--- src/core/cspcr_pkg.sv ---
// Package with addresses, field positions and reset values of the core status registers
package cspcr_pkg;

  // Special-function addresses
  localparam logic [7:0] CSPCR_ADDR_PSW   = 8'hd0;
  localparam logic [7:0] CSPCR_ADDR_PWR   = 8'h87;
  localparam logic [7:0] CSPCR_ADDR_CFG   = 8'haf;
  localparam logic [7:0] CSPCR_ADDR_SPLO  = 8'h81;
  localparam logic [7:0] CSPCR_ADDR_SPHI  = 8'hb7;

  // Reset values
  localparam logic [7:0] CSPCR_RST_PSW    = 8'h00;
  localparam logic [7:0] CSPCR_RST_PWR    = 8'h00;
  localparam logic [7:0] CSPCR_RST_CFG    = 8'h00;
  localparam logic [7:0] CSPCR_RST_SPLO   = 8'h07;
  localparam logic [2:0] CSPCR_RST_SPHI   = 3'h0;

  // Status word fields
  localparam int CSPCR_PSW_CARRY = 7;
  localparam int CSPCR_PSW_AUXC  = 6;
  localparam int CSPCR_PSW_UF0   = 5;
  localparam int CSPCR_PSW_BSH   = 4;
  localparam int CSPCR_PSW_BSL   = 3;
  localparam int CSPCR_PSW_OVF   = 2;
  localparam int CSPCR_PSW_UF1   = 1;
  localparam int CSPCR_PSW_PAR   = 0;

  // Power control fields
  localparam int CSPCR_PWR_BAUD2 = 7;
  localparam int CSPCR_PWR_SERWK = 6;
  localparam int CSPCR_PWR_IRQWK = 5;
  localparam int CSPCR_PWR_LSOFF = 4;
  localparam int CSPCR_PWR_SPF1  = 3;
  localparam int CSPCR_PWR_SPF0  = 2;
  localparam int CSPCR_PWR_PDREQ = 1;
  localparam logic [7:0] CSPCR_PWR_WMASK = 8'hfe;

  // Configuration fields
  localparam int CSPCR_CFG_SWIDE = 7;
  localparam int CSPCR_CFG_XMAP  = 0;
  localparam logic [7:0] CSPCR_CFG_WMASK = 8'h81;

  // Extended data map limit: lowest 2 kbytes
  localparam logic [23:0] CSPCR_XMAP_TOP = 24'h0007ff;

endpackage

--- src/core/cspcr_regs.sv ---
// Status word, power control and core configuration special-function registers
`timescale 1ns/1ps
// Summary of operation
// - Status word at D0H, reset 00H, bit-addressable
// - Status bits: carry, aux, flags, bank, overflow, parity
// - Power control at 87H, reset 00H
// - Bit 7 doubles the serial baud rate
// - Bit 6 lets serial interrupts end power-down
// - Bit 5 lets external line end power-down
// - Bit 4 disables the address latch strobe
// - Bit 1 enters power-down mode
// - Bits 3,2 spare flags; bit 0 unimplemented
// - Configuration at AFH, reset 00H
// - Reset gives legacy mode; bits 6..1 unimplemented
// - Bit 7 set: stack carries into upper byte
// - Bit 7 clear: stack wraps FFH to 00H
// - Bit 0 maps on-chip RAM into low 2k
// - Bit 0 clear: full external space used
// - Upper stack byte: 3 bits, gated by bit 7
module cspcr_regs
  import cspcr_pkg::*;
(
  input  wire logic        clock_i,          // Core clock
  input  wire logic        rstn_i,           // Asynchronous reset, active low
  input  wire logic [7:0]  sfr_addr_i,       // Direct special-function address
  input  wire logic        sfr_wr_i,         // Byte write strobe
  input  wire logic [7:0]  sfr_wdata_i,      // Byte write data
  input  wire logic        sfr_bit_wr_i,     // Bit write strobe (status word)
  input  wire logic [2:0]  sfr_bit_sel_i,    // Bit position for bit write
  input  wire logic        sfr_bit_val_i,    // Bit value for bit write
  input  wire logic        sfr_rd_i,         // Read strobe
  input  wire logic [7:0]  acc_i,            // Accumulator for parity
  input  wire logic        alu_flag_we_i,    // Core updates arithmetic flags
  input  wire logic        alu_carry_i,      // New carry
  input  wire logic        alu_auxc_i,       // New low-nibble carry
  input  wire logic        alu_ovf_i,        // New overflow
  input  wire logic        sp_push_i,        // Stack pre-increment
  input  wire logic        sp_pop_i,         // Stack post-decrement
  input  wire logic [23:0] xdata_addr_i,     // External data address
  input  wire logic        serial_irq_i,     // Serial unit interrupt
  input  wire logic        ext_irq0_line_i,  // External interrupt line
  input  wire logic        ext_irq0_edge_select_i, // 1: falling edge, 0: low level
  output logic [7:0]       sfr_rdata_o,      // Read data
  output logic             sfr_hit_o,        // Address belongs to this block
  output logic [1:0]       bank_sel_o,       // Active working register bank
  output logic [10:0]      stack_addr_o,     // Stack pointer, widened
  output logic             baud_doubler_o,   // Double the serial baud rate
  output logic             latch_strobe_en_o,// Address latch strobe enable
  output logic             power_down_o,     // Power-down mode
  output logic             wake_o,           // Wake pulse
  output logic             xdata_onchip_o    // Access goes to on-chip RAM
);

  logic [7:0]  psw_q;       // Status word
  logic [7:0]  pwr_q;       // Power control
  logic [7:0]  cfg_q;       // Configuration
  logic [7:0]  sp_lo_q;     // Stack pointer low byte
  logic [2:0]  sp_hi_q;     // Stack pointer upper bits
  logic [7:0]  rdata_d;     // Read mux
  logic        hit_d;       // Address decode
  logic        parity;      // Even/odd indicator from accumulator
  logic        sp_hi_vis;   // Upper stack register reachable
  logic [10:0] sp_full;     // Joined stack pointer
  logic [10:0] sp_next;     // Stack pointer after push or pop
  logic        pd_set;      // Power-down request strobe
  logic        wr_pwr;      // Byte write to power control
  logic        pd_now;      // Power-down state from wake unit
  logic        wake_now;    // Wake pulse from wake unit

  assign parity    = ^acc_i;
  assign sp_hi_vis = cfg_q[CSPCR_CFG_SWIDE];
  assign sp_full   = {sp_hi_q, sp_lo_q};
  assign wr_pwr    = sfr_wr_i && (sfr_addr_i == CSPCR_ADDR_PWR);
  assign pd_set    = wr_pwr && sfr_wdata_i[CSPCR_PWR_PDREQ];

  // Stack step: wide carries into upper bits, narrow wraps in 8 bits
  always_comb
  begin
    sp_next = sp_full;
    if (cfg_q[CSPCR_CFG_SWIDE])
    begin
      if (sp_push_i)
        sp_next = sp_full + 11'h001;
      else if (sp_pop_i)
        sp_next = sp_full - 11'h001;
    end
    else
    begin
      if (sp_push_i)
        sp_next = {3'h0, sp_lo_q + 8'h01};
      else if (sp_pop_i)
        sp_next = {3'h0, sp_lo_q - 8'h01};
    end
  end

  // Status word: byte write, bit write, core flag updates
  always_ff @(posedge clock_i or negedge rstn_i)
  begin
    if (!rstn_i)
      psw_q <= CSPCR_RST_PSW;
    else
    begin
      if (sfr_wr_i && sfr_addr_i == CSPCR_ADDR_PSW)
        psw_q <= sfr_wdata_i;
      else if (sfr_bit_wr_i && sfr_addr_i == CSPCR_ADDR_PSW)
        psw_q[sfr_bit_sel_i] <= sfr_bit_val_i;
      else if (alu_flag_we_i)
      begin
        psw_q[CSPCR_PSW_CARRY] <= alu_carry_i;
        psw_q[CSPCR_PSW_AUXC]  <= alu_auxc_i;
        psw_q[CSPCR_PSW_OVF]   <= alu_ovf_i;
      end
    end
  end

  // Power control: bit 0 never stored
  always_ff @(posedge clock_i or negedge rstn_i)
  begin
    if (!rstn_i)
      pwr_q <= CSPCR_RST_PWR;
    else if (wr_pwr)
      pwr_q <= sfr_wdata_i & CSPCR_PWR_WMASK;
    else if (pwr_q[CSPCR_PWR_PDREQ] && wake_now)
      pwr_q[CSPCR_PWR_PDREQ] <= 1'b0;
  end

  // Configuration: only bits 7 and 0 exist
  always_ff @(posedge clock_i or negedge rstn_i)
  begin
    if (!rstn_i)
      cfg_q <= CSPCR_RST_CFG;
    else if (sfr_wr_i && sfr_addr_i == CSPCR_ADDR_CFG)
      cfg_q <= sfr_wdata_i & CSPCR_CFG_WMASK;
  end

  // Stack pointer: writes win over push and pop
  always_ff @(posedge clock_i or negedge rstn_i)
  begin
    if (!rstn_i)
    begin
      sp_lo_q <= CSPCR_RST_SPLO;
      sp_hi_q <= CSPCR_RST_SPHI;
    end
    else
    begin
      sp_lo_q <= sp_next[7:0];
      sp_hi_q <= sp_next[10:8];
      if (sfr_wr_i && sfr_addr_i == CSPCR_ADDR_SPLO)
        sp_lo_q <= sfr_wdata_i;
      if (sfr_wr_i && sfr_addr_i == CSPCR_ADDR_SPHI && sp_hi_vis)
        sp_hi_q <= sfr_wdata_i[2:0];
      if (!sp_hi_vis)
        sp_hi_q <= 3'h0;
    end
  end

  // Read mux and decode; upper stack byte hidden when narrow
  always_comb
  begin
    rdata_d = 8'h00;
    hit_d   = 1'b1;
    unique case (sfr_addr_i)
      CSPCR_ADDR_PSW:  rdata_d = {psw_q[7:1], parity};
      CSPCR_ADDR_PWR:  rdata_d = pwr_q;
      CSPCR_ADDR_CFG:  rdata_d = cfg_q;
      CSPCR_ADDR_SPLO: rdata_d = sp_lo_q;
      CSPCR_ADDR_SPHI:
      begin
        hit_d   = sp_hi_vis;
        rdata_d = sp_hi_vis ? {5'h00, sp_hi_q} : 8'h00;
      end
      default:         hit_d   = 1'b0;
    endcase
  end

  // Registered outputs
  always_ff @(posedge clock_i or negedge rstn_i)
  begin
    if (!rstn_i)
    begin
      sfr_rdata_o       <= 8'h00;
      sfr_hit_o         <= 1'b0;
      bank_sel_o        <= 2'h0;
      stack_addr_o      <= 11'h000;
      baud_doubler_o    <= 1'b0;
      latch_strobe_en_o <= 1'b1;
      xdata_onchip_o    <= 1'b0;
    end
    else
    begin
      sfr_rdata_o       <= sfr_rd_i ? rdata_d : 8'h00;
      sfr_hit_o         <= sfr_rd_i & hit_d;
      bank_sel_o        <= {psw_q[CSPCR_PSW_BSH], psw_q[CSPCR_PSW_BSL]};
      stack_addr_o      <= sp_full;
      baud_doubler_o    <= pwr_q[CSPCR_PWR_BAUD2];
      latch_strobe_en_o <= ~pwr_q[CSPCR_PWR_LSOFF];
      xdata_onchip_o    <= cfg_q[CSPCR_CFG_XMAP]
                           && (xdata_addr_i <= CSPCR_XMAP_TOP);
    end
  end

  // Power-down entry and wake detection
  cspcr_wake u_wake (
    .clock_i          (clock_i),
    .rstn_i           (rstn_i),
    .pd_set_i         (pd_set),
    .serial_wake_en_i (pwr_q[CSPCR_PWR_SERWK]),
    .irq0_wake_en_i   (pwr_q[CSPCR_PWR_IRQWK]),
    .edge_sel_i       (ext_irq0_edge_select_i),
    .serial_irq_i     (serial_irq_i),
    .ext_irq0_line_i  (ext_irq0_line_i),
    .power_down_o     (pd_now),
    .wake_o           (wake_now)
  );

  assign power_down_o = pd_now;
  assign wake_o       = wake_now;

endmodule

--- src/core/cspcr_wake.sv ---
// Power-down state holder with wake-up source detection
`timescale 1ns/1ps
module cspcr_wake
  import cspcr_pkg::*;
(
  input  wire logic clock_i,          // Core clock
  input  wire logic rstn_i,           // Asynchronous reset, active low
  input  wire logic pd_set_i,         // Power-down request written
  input  wire logic serial_wake_en_i, // Serial unit wake enabled
  input  wire logic irq0_wake_en_i,   // External line wake enabled
  input  wire logic edge_sel_i,       // 1: falling edge, 0: low level
  input  wire logic serial_irq_i,     // Serial unit interrupt
  input  wire logic ext_irq0_line_i,  // External interrupt line
  output logic      power_down_o,     // Device is in power-down
  output logic      wake_o            // One-cycle wake pulse
);

  logic line_prev_q;  // Last sample of the external line
  logic wake_cond;    // Any enabled wake source active

  // Track the line for falling-edge detection
  always_ff @(posedge clock_i or negedge rstn_i)
  begin
    if (!rstn_i)
      line_prev_q <= 1'b1;
    else
      line_prev_q <= ext_irq0_line_i;
  end

  // Wake on serial interrupt, line level or falling edge
  always_comb
  begin
    wake_cond = serial_wake_en_i & serial_irq_i;
    if (irq0_wake_en_i)
    begin
      if (edge_sel_i)
        wake_cond = wake_cond | (line_prev_q & ~ext_irq0_line_i);
      else
        wake_cond = wake_cond | ~ext_irq0_line_i;
    end
  end

  // Power-down state: entered on request, left on wake
  always_ff @(posedge clock_i or negedge rstn_i)
  begin
    if (!rstn_i)
    begin
      power_down_o <= 1'b0;
      wake_o       <= 1'b0;
    end
    else
    begin
      wake_o <= power_down_o & wake_cond;
      if (pd_set_i)
        power_down_o <= 1'b1;
      else if (power_down_o && wake_cond)
        power_down_o <= 1'b0;
    end
  end

endmodule

--- config.mk ---
export PLATFORM = sky130hd
export DESIGN_NAME = cspcr_regs
export DESIGN_NICKNAME = d
export VERILOG_FILES = /design/src/core/cspcr_pkg.sv /design/src/core/cspcr_regs.sv /design/src/core/cspcr_wake.sv
export SDC_FILE = /design/constraint.sdc
export NUM_CORES = 1
export LEC_CHECK = 0
export BUFFER_PORTS_ARGS = -buffer_cell sky130_fd_sc_hd__buf_2
export CORE_ASPECT_RATIO = 0.7
export CORE_MARGIN = 10
export CORE_UTILIZATION = 45
export DETAILED_ROUTE_END_ITERATION = 7
export PLACE_DENSITY = 0.73
export SLEW_MARGIN = 5
export SYNTH_ARGS = -nofsm -noshare
export SYNTH_HDL_FRONTEND = slang
export SYNTH_SLANG_ARGS = --single-unit
export TNS_END_PERCENT = 50
--- constraint.sdc ---
create_clock -name clock_i -period 2.2 [get_ports clock_i]
set_input_delay 0.11 -clock clock_i [delete_from_list [all_inputs] [get_ports clock_i]]
set_output_delay 0.11 -clock clock_i [all_outputs]
set_load 0.05 [all_outputs]
# --- Word-level counts from Yosys, hierarchy flattened ---
# Cells that the tools add are included.
op_classes:
  reduce_logical: 19
  eq_ne: 6
  bitwise: 8
  addsub: 4
  n_mux: 28
  order_cmp: 3
op_table:
  columns: ["op", "count"]
  rows:
  - ["$mux W11", 5]
  - ["$eq A8 B8 Y1 const B", 5]
  - ["$pmux W8 S5", 1]
  - ["$le A24 B11 Y1 const B", 1]
  - ["$mux W8", 3]
  - ["$logic_and A1 B1 Y1", 12]
  - ["$mux W3", 4]
  - ["$add A11 B1 Y11 const B", 1]
  - ["$sub A11 B1 Y11 const B", 1]
  - ["$mux W1", 9]
  - ["$add A8 B1 Y8 const B", 1]
  - ["$bwmux W8", 1]
  - ["$reduce_xor A8 Y1", 1]
  - ["$sub A8 B1 Y8 const B", 1]
  - ["$mux W2", 3]
  - ["$reduce_bool A2 Y1", 3]
  - ["$reduce_bool A3 Y1", 2]
  - ["$and A1 B1 Y1", 4]
  - ["$lt A3 B4 Y1 const B", 1]
  - ["$ne A4 B3 Y1 const B", 1]
  - ["$reduce_or A4 Y1", 1]
  - ["$demux W1 S3", 1]
  - ["$ge A3 B1 Y1 const B", 1]
  - ["$not A1 Y1", 2]
  - ["other kinds (2)", 3]
word_totals:
  word_cells: 85
  input_bits: 66
  regBits: 56
  output_inout_bits: 27

# --- Longest topological paths before layout ---
logic_depth:
  depth_word: 8
  depth_mapped: 8
  ltp_nobuf: 7

# --- Hierarchy ---
# A second synthesis with hierarchy kept.
hier_totals:
  hier_cells: 351
  hier_area_um2: 3368.2
by_module_without_submodules:
  columns: ["module", "area_each_um2", "seq_area_each_um2", "cells_each", "instances"]
  rows:
  - ["cspcr_regs", 3258.1, 1306.3, 343, 1]
  - ["cspcr_wake", 110.1, 76.3, 8, 1]

# --- Worst setup path after synthesis ---
# OpenSTA, ideal clock, no wires.
synth_path:
  path_kind: "register to register"
  start: "register sp_lo_q[0]"
  end: "register sp_hi_q[0]"
  path_buffers: 1
  setup_time_ns: 0.078
  path_slack_ns: -0.144
  synth_period_minus_slack_ns: 2.344
  t_arrival_ns: 2.266
  path_stages_with_launch: 9
  required_time_ns: 2.122
  cell_sequence: "dfstp_2 clkbuf_1 inv_1 fa_1 nor2b_1 o2111ai_1 and4_1 o31a_1 a21oi_1"
synth_between:
  elab_chain_len: 6
  elab_cells_between_ends: 7
  classes_between: "2 x add/sub; 5 x mux"
synth_lines:
  columns: ["item", "line", "text"]
  rows:
  - ["start, declared", "cspcr_regs.sv:57", "logic [7:0] sp_lo_q;"]
  - ["start signal, assigned", "cspcr_regs.sv:146", "sp_lo_q <= sp_next[7:0];"]
  - ["start signal, assigned", "cspcr_regs.sv:149", "sp_lo_q <= sfr_wdata_i;"]
  - ["$sub A11 B1 Y11", "cspcr_regs.sv:85", "sp_next = sp_full - 11'h001;"]
  - ["$mux W11", "cspcr_regs.sv:84", "else if (sp_pop_i)"]
  - ["$mux W11 *", "cspcr_regs.sv:82", "if (sp_push_i)"]
  - ["$mux W11 *", "cspcr_regs.sv:80", "if (cfg_q[CSPCR_CFG_SWIDE])"]
  - ["$mux W3 *", "cspcr_regs.sv:150", "if (sfr_wr_i && sfr_addr_i == CSPCR_ADDR_SPHI && sp_hi_vis)"]
  - ["$mux W3 *", "cspcr_regs.sv:152", "if (!sp_hi_vis)"]
  - ["end signal, assigned", "cspcr_regs.sv:147", "sp_hi_q <= sp_next[10:8];"]
  - ["end signal, assigned", "cspcr_regs.sv:151", "sp_hi_q <= sfr_wdata_i[2:0];"]
  - ["end, declared", "cspcr_regs.sv:58", "logic [2:0] sp_hi_q;"]
# Mark *: on every way between the ends. The rest lies on a longest branch, timed or not. The select of a mux whose other input is x is not followed.
# A chain may end at the register's enable or synchronous reset.

# --- Final worst setup path ---
layout_path:
  start: "register sp_lo_q[1]"
  end: "register sp_hi_q[0]"
# The elaborated chain is that of the path after synthesis.

==> flow_summary.toml <==
[setup_path]
criticalPathCategory = "flip-flop to flip-flop"
end_kind = "flip-flop"
crit_fanout = 5
required_ns = 2.44
path_delay_family = "compound AO/OA/AOI/OAI gates"
cp.buffers_inverters = 1
crit_chain = "inv_1, fa_2, nor2b_2, o2111ai_4, and4_1, o31a_1, a21oi_1"
slowest_delay_ns = 0.58
cpMaxStageDelayCell = "dfstp_2"
worstPathArrival_ns = 2.40
startpoint_type = "flip-flop"

[placement]
hpwlAfterDp_um = 8210
gp_congestion = 0.969
io_buffers = 81
dpl_worst_slack_ns = -0.0103

[synth]
syn_nets = 448
synth_edf_count = 0
yosysWarnings = 0
synth_area_leaders = "dfrtp_1 (37%), ha_1 (4.1%), dfstp_2 (3.9%), a21oi_1 (3.8%), nand2_1 (3.7%)"
yosysTopAreaCellShare_pct = 36.9
synth_cell_types = 65
ys_seq_elements = 55
synth_area_um2 = 3390
synth_flop_cell = "dfrtp_1"
synth_largest_area_cell = "dfrtp_1"
avgSynthCellArea_um2 = 9.16
synth_seq_area_share_pct = 40.8
synthCells = 370
synthArstFlopShare_pct = 100

[timing]
hold_viol_final = 0
setup_viol = 0
fin_ws_ns = 0.0431
finalMaxSlewViolations = 0
finalClockSkew_ns = 0.0109
min_period_ns = 2.16
slew-limit-headroom_pct = 51.4
tightest_slew_ns = 0.729
fmax_mhz = 464
period_share_pct = 98.0

[global_route]
grt_overflow = 0
grt_max_degree = 56
grt_antenna_before_repair = 0
grt_pass1_wl_um = 17400
grt_pass1_vias = 3339
grt_usage_pct = 18.8

[die]
ioPinCount = 93
die_h_um = 92.6
die-area_um2 = 11500
core-area_um2 = 7320
rows = 26
die_w_um = 124
start_util_pct = 46.3

[detailed_routing]
first_iter_violations = 411
drcViolationCount = 0
first_pass_iters = 5
viasPerCell = 6.07
wl_per_cell_um = 19.1
dr_total_vias = 3419
ant_nets = 0
finalWirelength_um = 10700

[clock_network]
clock_latency_ns = 0.31
cts_buffers = 5
cts.reportedPaths.clkPinSlew_ns = 0.10
cts.sink_count = 55
cts_tree = "done"
cts_root_buffer = "clkbuf_8"
clockBufferDepth = 2
cts_setup_buffers = 0
htree_num_levels = 2

[final_layout]
num-fill-cells = 687
final_core_util_pct = 56.8
nets = 542
drive_gt1_share_pct = 29.0
syn_to_final_growth_pct = 22.7
num_antenna_cells = 0

[power]
pwr_density_cell_nw_per_um2 = 928
cellLeakagePower_nw = 1.92
peakVddDrop_mv = 0.584

[run_status]
status = "finished clean"

[worst_hold_path]
hp-class = "input port to flip-flop"

[job]
maxCapViolCount = 0
[report_power, final]
group          internal (W)  total, W  switching, W  leakage [nW]
Sequential          0.00121   0.00132      0.000112         0.711
Clock              0.000287  0.000629      0.000341        0.0505
Combinational      0.000706   0.00191       0.00121          1.16
[kinds of logic after synthesis]
kind of cell	synth area share [%]
muxes	5.32
adders and majority gates	4.65
DFF	40.8
and+or+nand+nor	20.5
xor gates and xnor gates	3.10
AOI/OAI and AO/OA	22.1
buffers and inverters	3.51
[synth_stat cells, drive strengths merged (5+ instances only)]
| cell type | n |
|---|---|
| or2 | 5 |
| ha | 11 |
| a222oi | 5 |
| nand3 | 12 |
| and3 | 6 |
| clkbuf | 12 |
| o21ai | 24 |
| a211oi | 6 |
| nand2 | 33 |
| inv | 14 |
| mux2i | 9 |
| a21oi | 26 |
| nor2b | 6 |
| dfrtp | 50 |
| nor3 | 14 |
| nand2b | 5 |
| dfstp | 5 |
| nor2 | 29 |
| mux2 | 8 |
| xnor2 | 8 |
[through the flow]
step / power, W / TNS [ns] / std cells / hold slack [ns] / cell area [µm²]
after floorplan: 0.00260 / 0 / 370 / -0.186 / 3400
after global placement: 0.00310 / 0 / 551 / 0.227 / 3990
after detailed placement: 0.00317 / -0.0103 / 551 / 0.234 / 3990
after CTS: 0.00381 / 0 / 563 / 0.0551 / 4140
after global routing: 0.00408 / -0.0108 / 563 / 0.0487 / 4160
final: 0.00386 / 0 / 563 / 0.0524 / 4160
[sequential cells by signal, indices dropped and copies added, names as in the netlist, 2 cells and up]
| register | cells |
|---|---|
| sfr_rdata_o | 8 |
| stack_addr_o | 11 |
| bank_sel_o | 2 |
| cfg_q | 2 |
| sp_lo_q | 8 |
| pwr_q | 7 |
| sp_hi_q | 3 |
| psw_q | 7 |
[repair_timing]
item                                    in CTS  in global routing
endpoints found under the setup margin       2                  2
hold buffers                                 4                  0
resized for setup                            1                  2
hold endpoints to repair                    52                  0
[path summary, 6_finish.rpt]
kind                                                    end  slack (ns)              startpoint  cells past startpoint
min in group asynchronous           bank_sel_o[0]$_DFF_PN0_        0.46                  rstn_i                      3
max in group asynchronous               sfr_hit_o$_DFF_PN0_        1.29                  rstn_i                      3
worst min-delay path                 sp_lo_q[2]$_DFFE_PN1P_        0.05          sfr_wdata_i[2]                      3
worst max register to register       sp_hi_q[0]$_DFFE_PN0P_        0.04  sp_lo_q[1]$_DFFE_PN1P_                      7
worst max-delay path                 sp_hi_q[0]$_DFFE_PN0P_        0.04  sp_lo_q[1]$_DFFE_PN1P_                      7
worst min register to register  latch_strobe_en_o$_DFF_PN1_        0.43    pwr_q[4]$_DFFE_PN0P_                      1
[final cells by class]
type                    count  area (µm²)  share of cell area [%]
clock buffers               7        96.3                    2.32
clock inverters             1        7.51                   0.181
inverters                  14        52.6                    1.26
multi-input cells         285        1910                    46.1
flip-flops and latches     55        1380                    33.3
well taps                  98         123                    2.95
repair buffers            103         581                    14.0
[layer usage]
metal | wire length [µm] | vias to the layer above | GRT usage (%)
met5 | 0 | - | 0
met4 | 142 | 0 | 3.38
li1 | - | 1578 | -
met3 | 1120 | 15 | 5.28
met2 | 4510 | 179 | 26.7
met1 | 4960 | 1647 | 27.8
[cells in the final DEF (no fill, tap or decap), types with 4 or more instances in the layout]
master	netlist	final
xnor2_1	8	8
a211oi_1	6	5
a221oi_1	4	4
a21oi_1	26	26
buf_2	2	81
nand4_1	4	4
o21a_1	4	4
nand2b_1	5	5
and3_1	6	6
buf_4	1	18
nor3_1	14	14
nor2_1	28	28
dlygate4sd3_1	0	4
xor2_1	4	4
dfrtp_1	50	50
nor2b_1	6	5
o21ai_0	22	22
mux2i_1	9	9
nand2_1	33	33
a31oi_1	4	4
nand3_1	12	12
inv_1	14	14
a222oi_1	5	5
or2_2	4	4
dfstp_2	5	5
ha_1	11	11
mux2_2	8	8
nor4_1	4	4
clkbuf_8	0	7
nand3b_1	4	4
[tightest hold or removal path: stages]
cell and delay, ns:
buf_2 0.14, nand2_1 0.06, o31ai_1 0.06
Note: power is estimated with default switching activity, not from simulation.
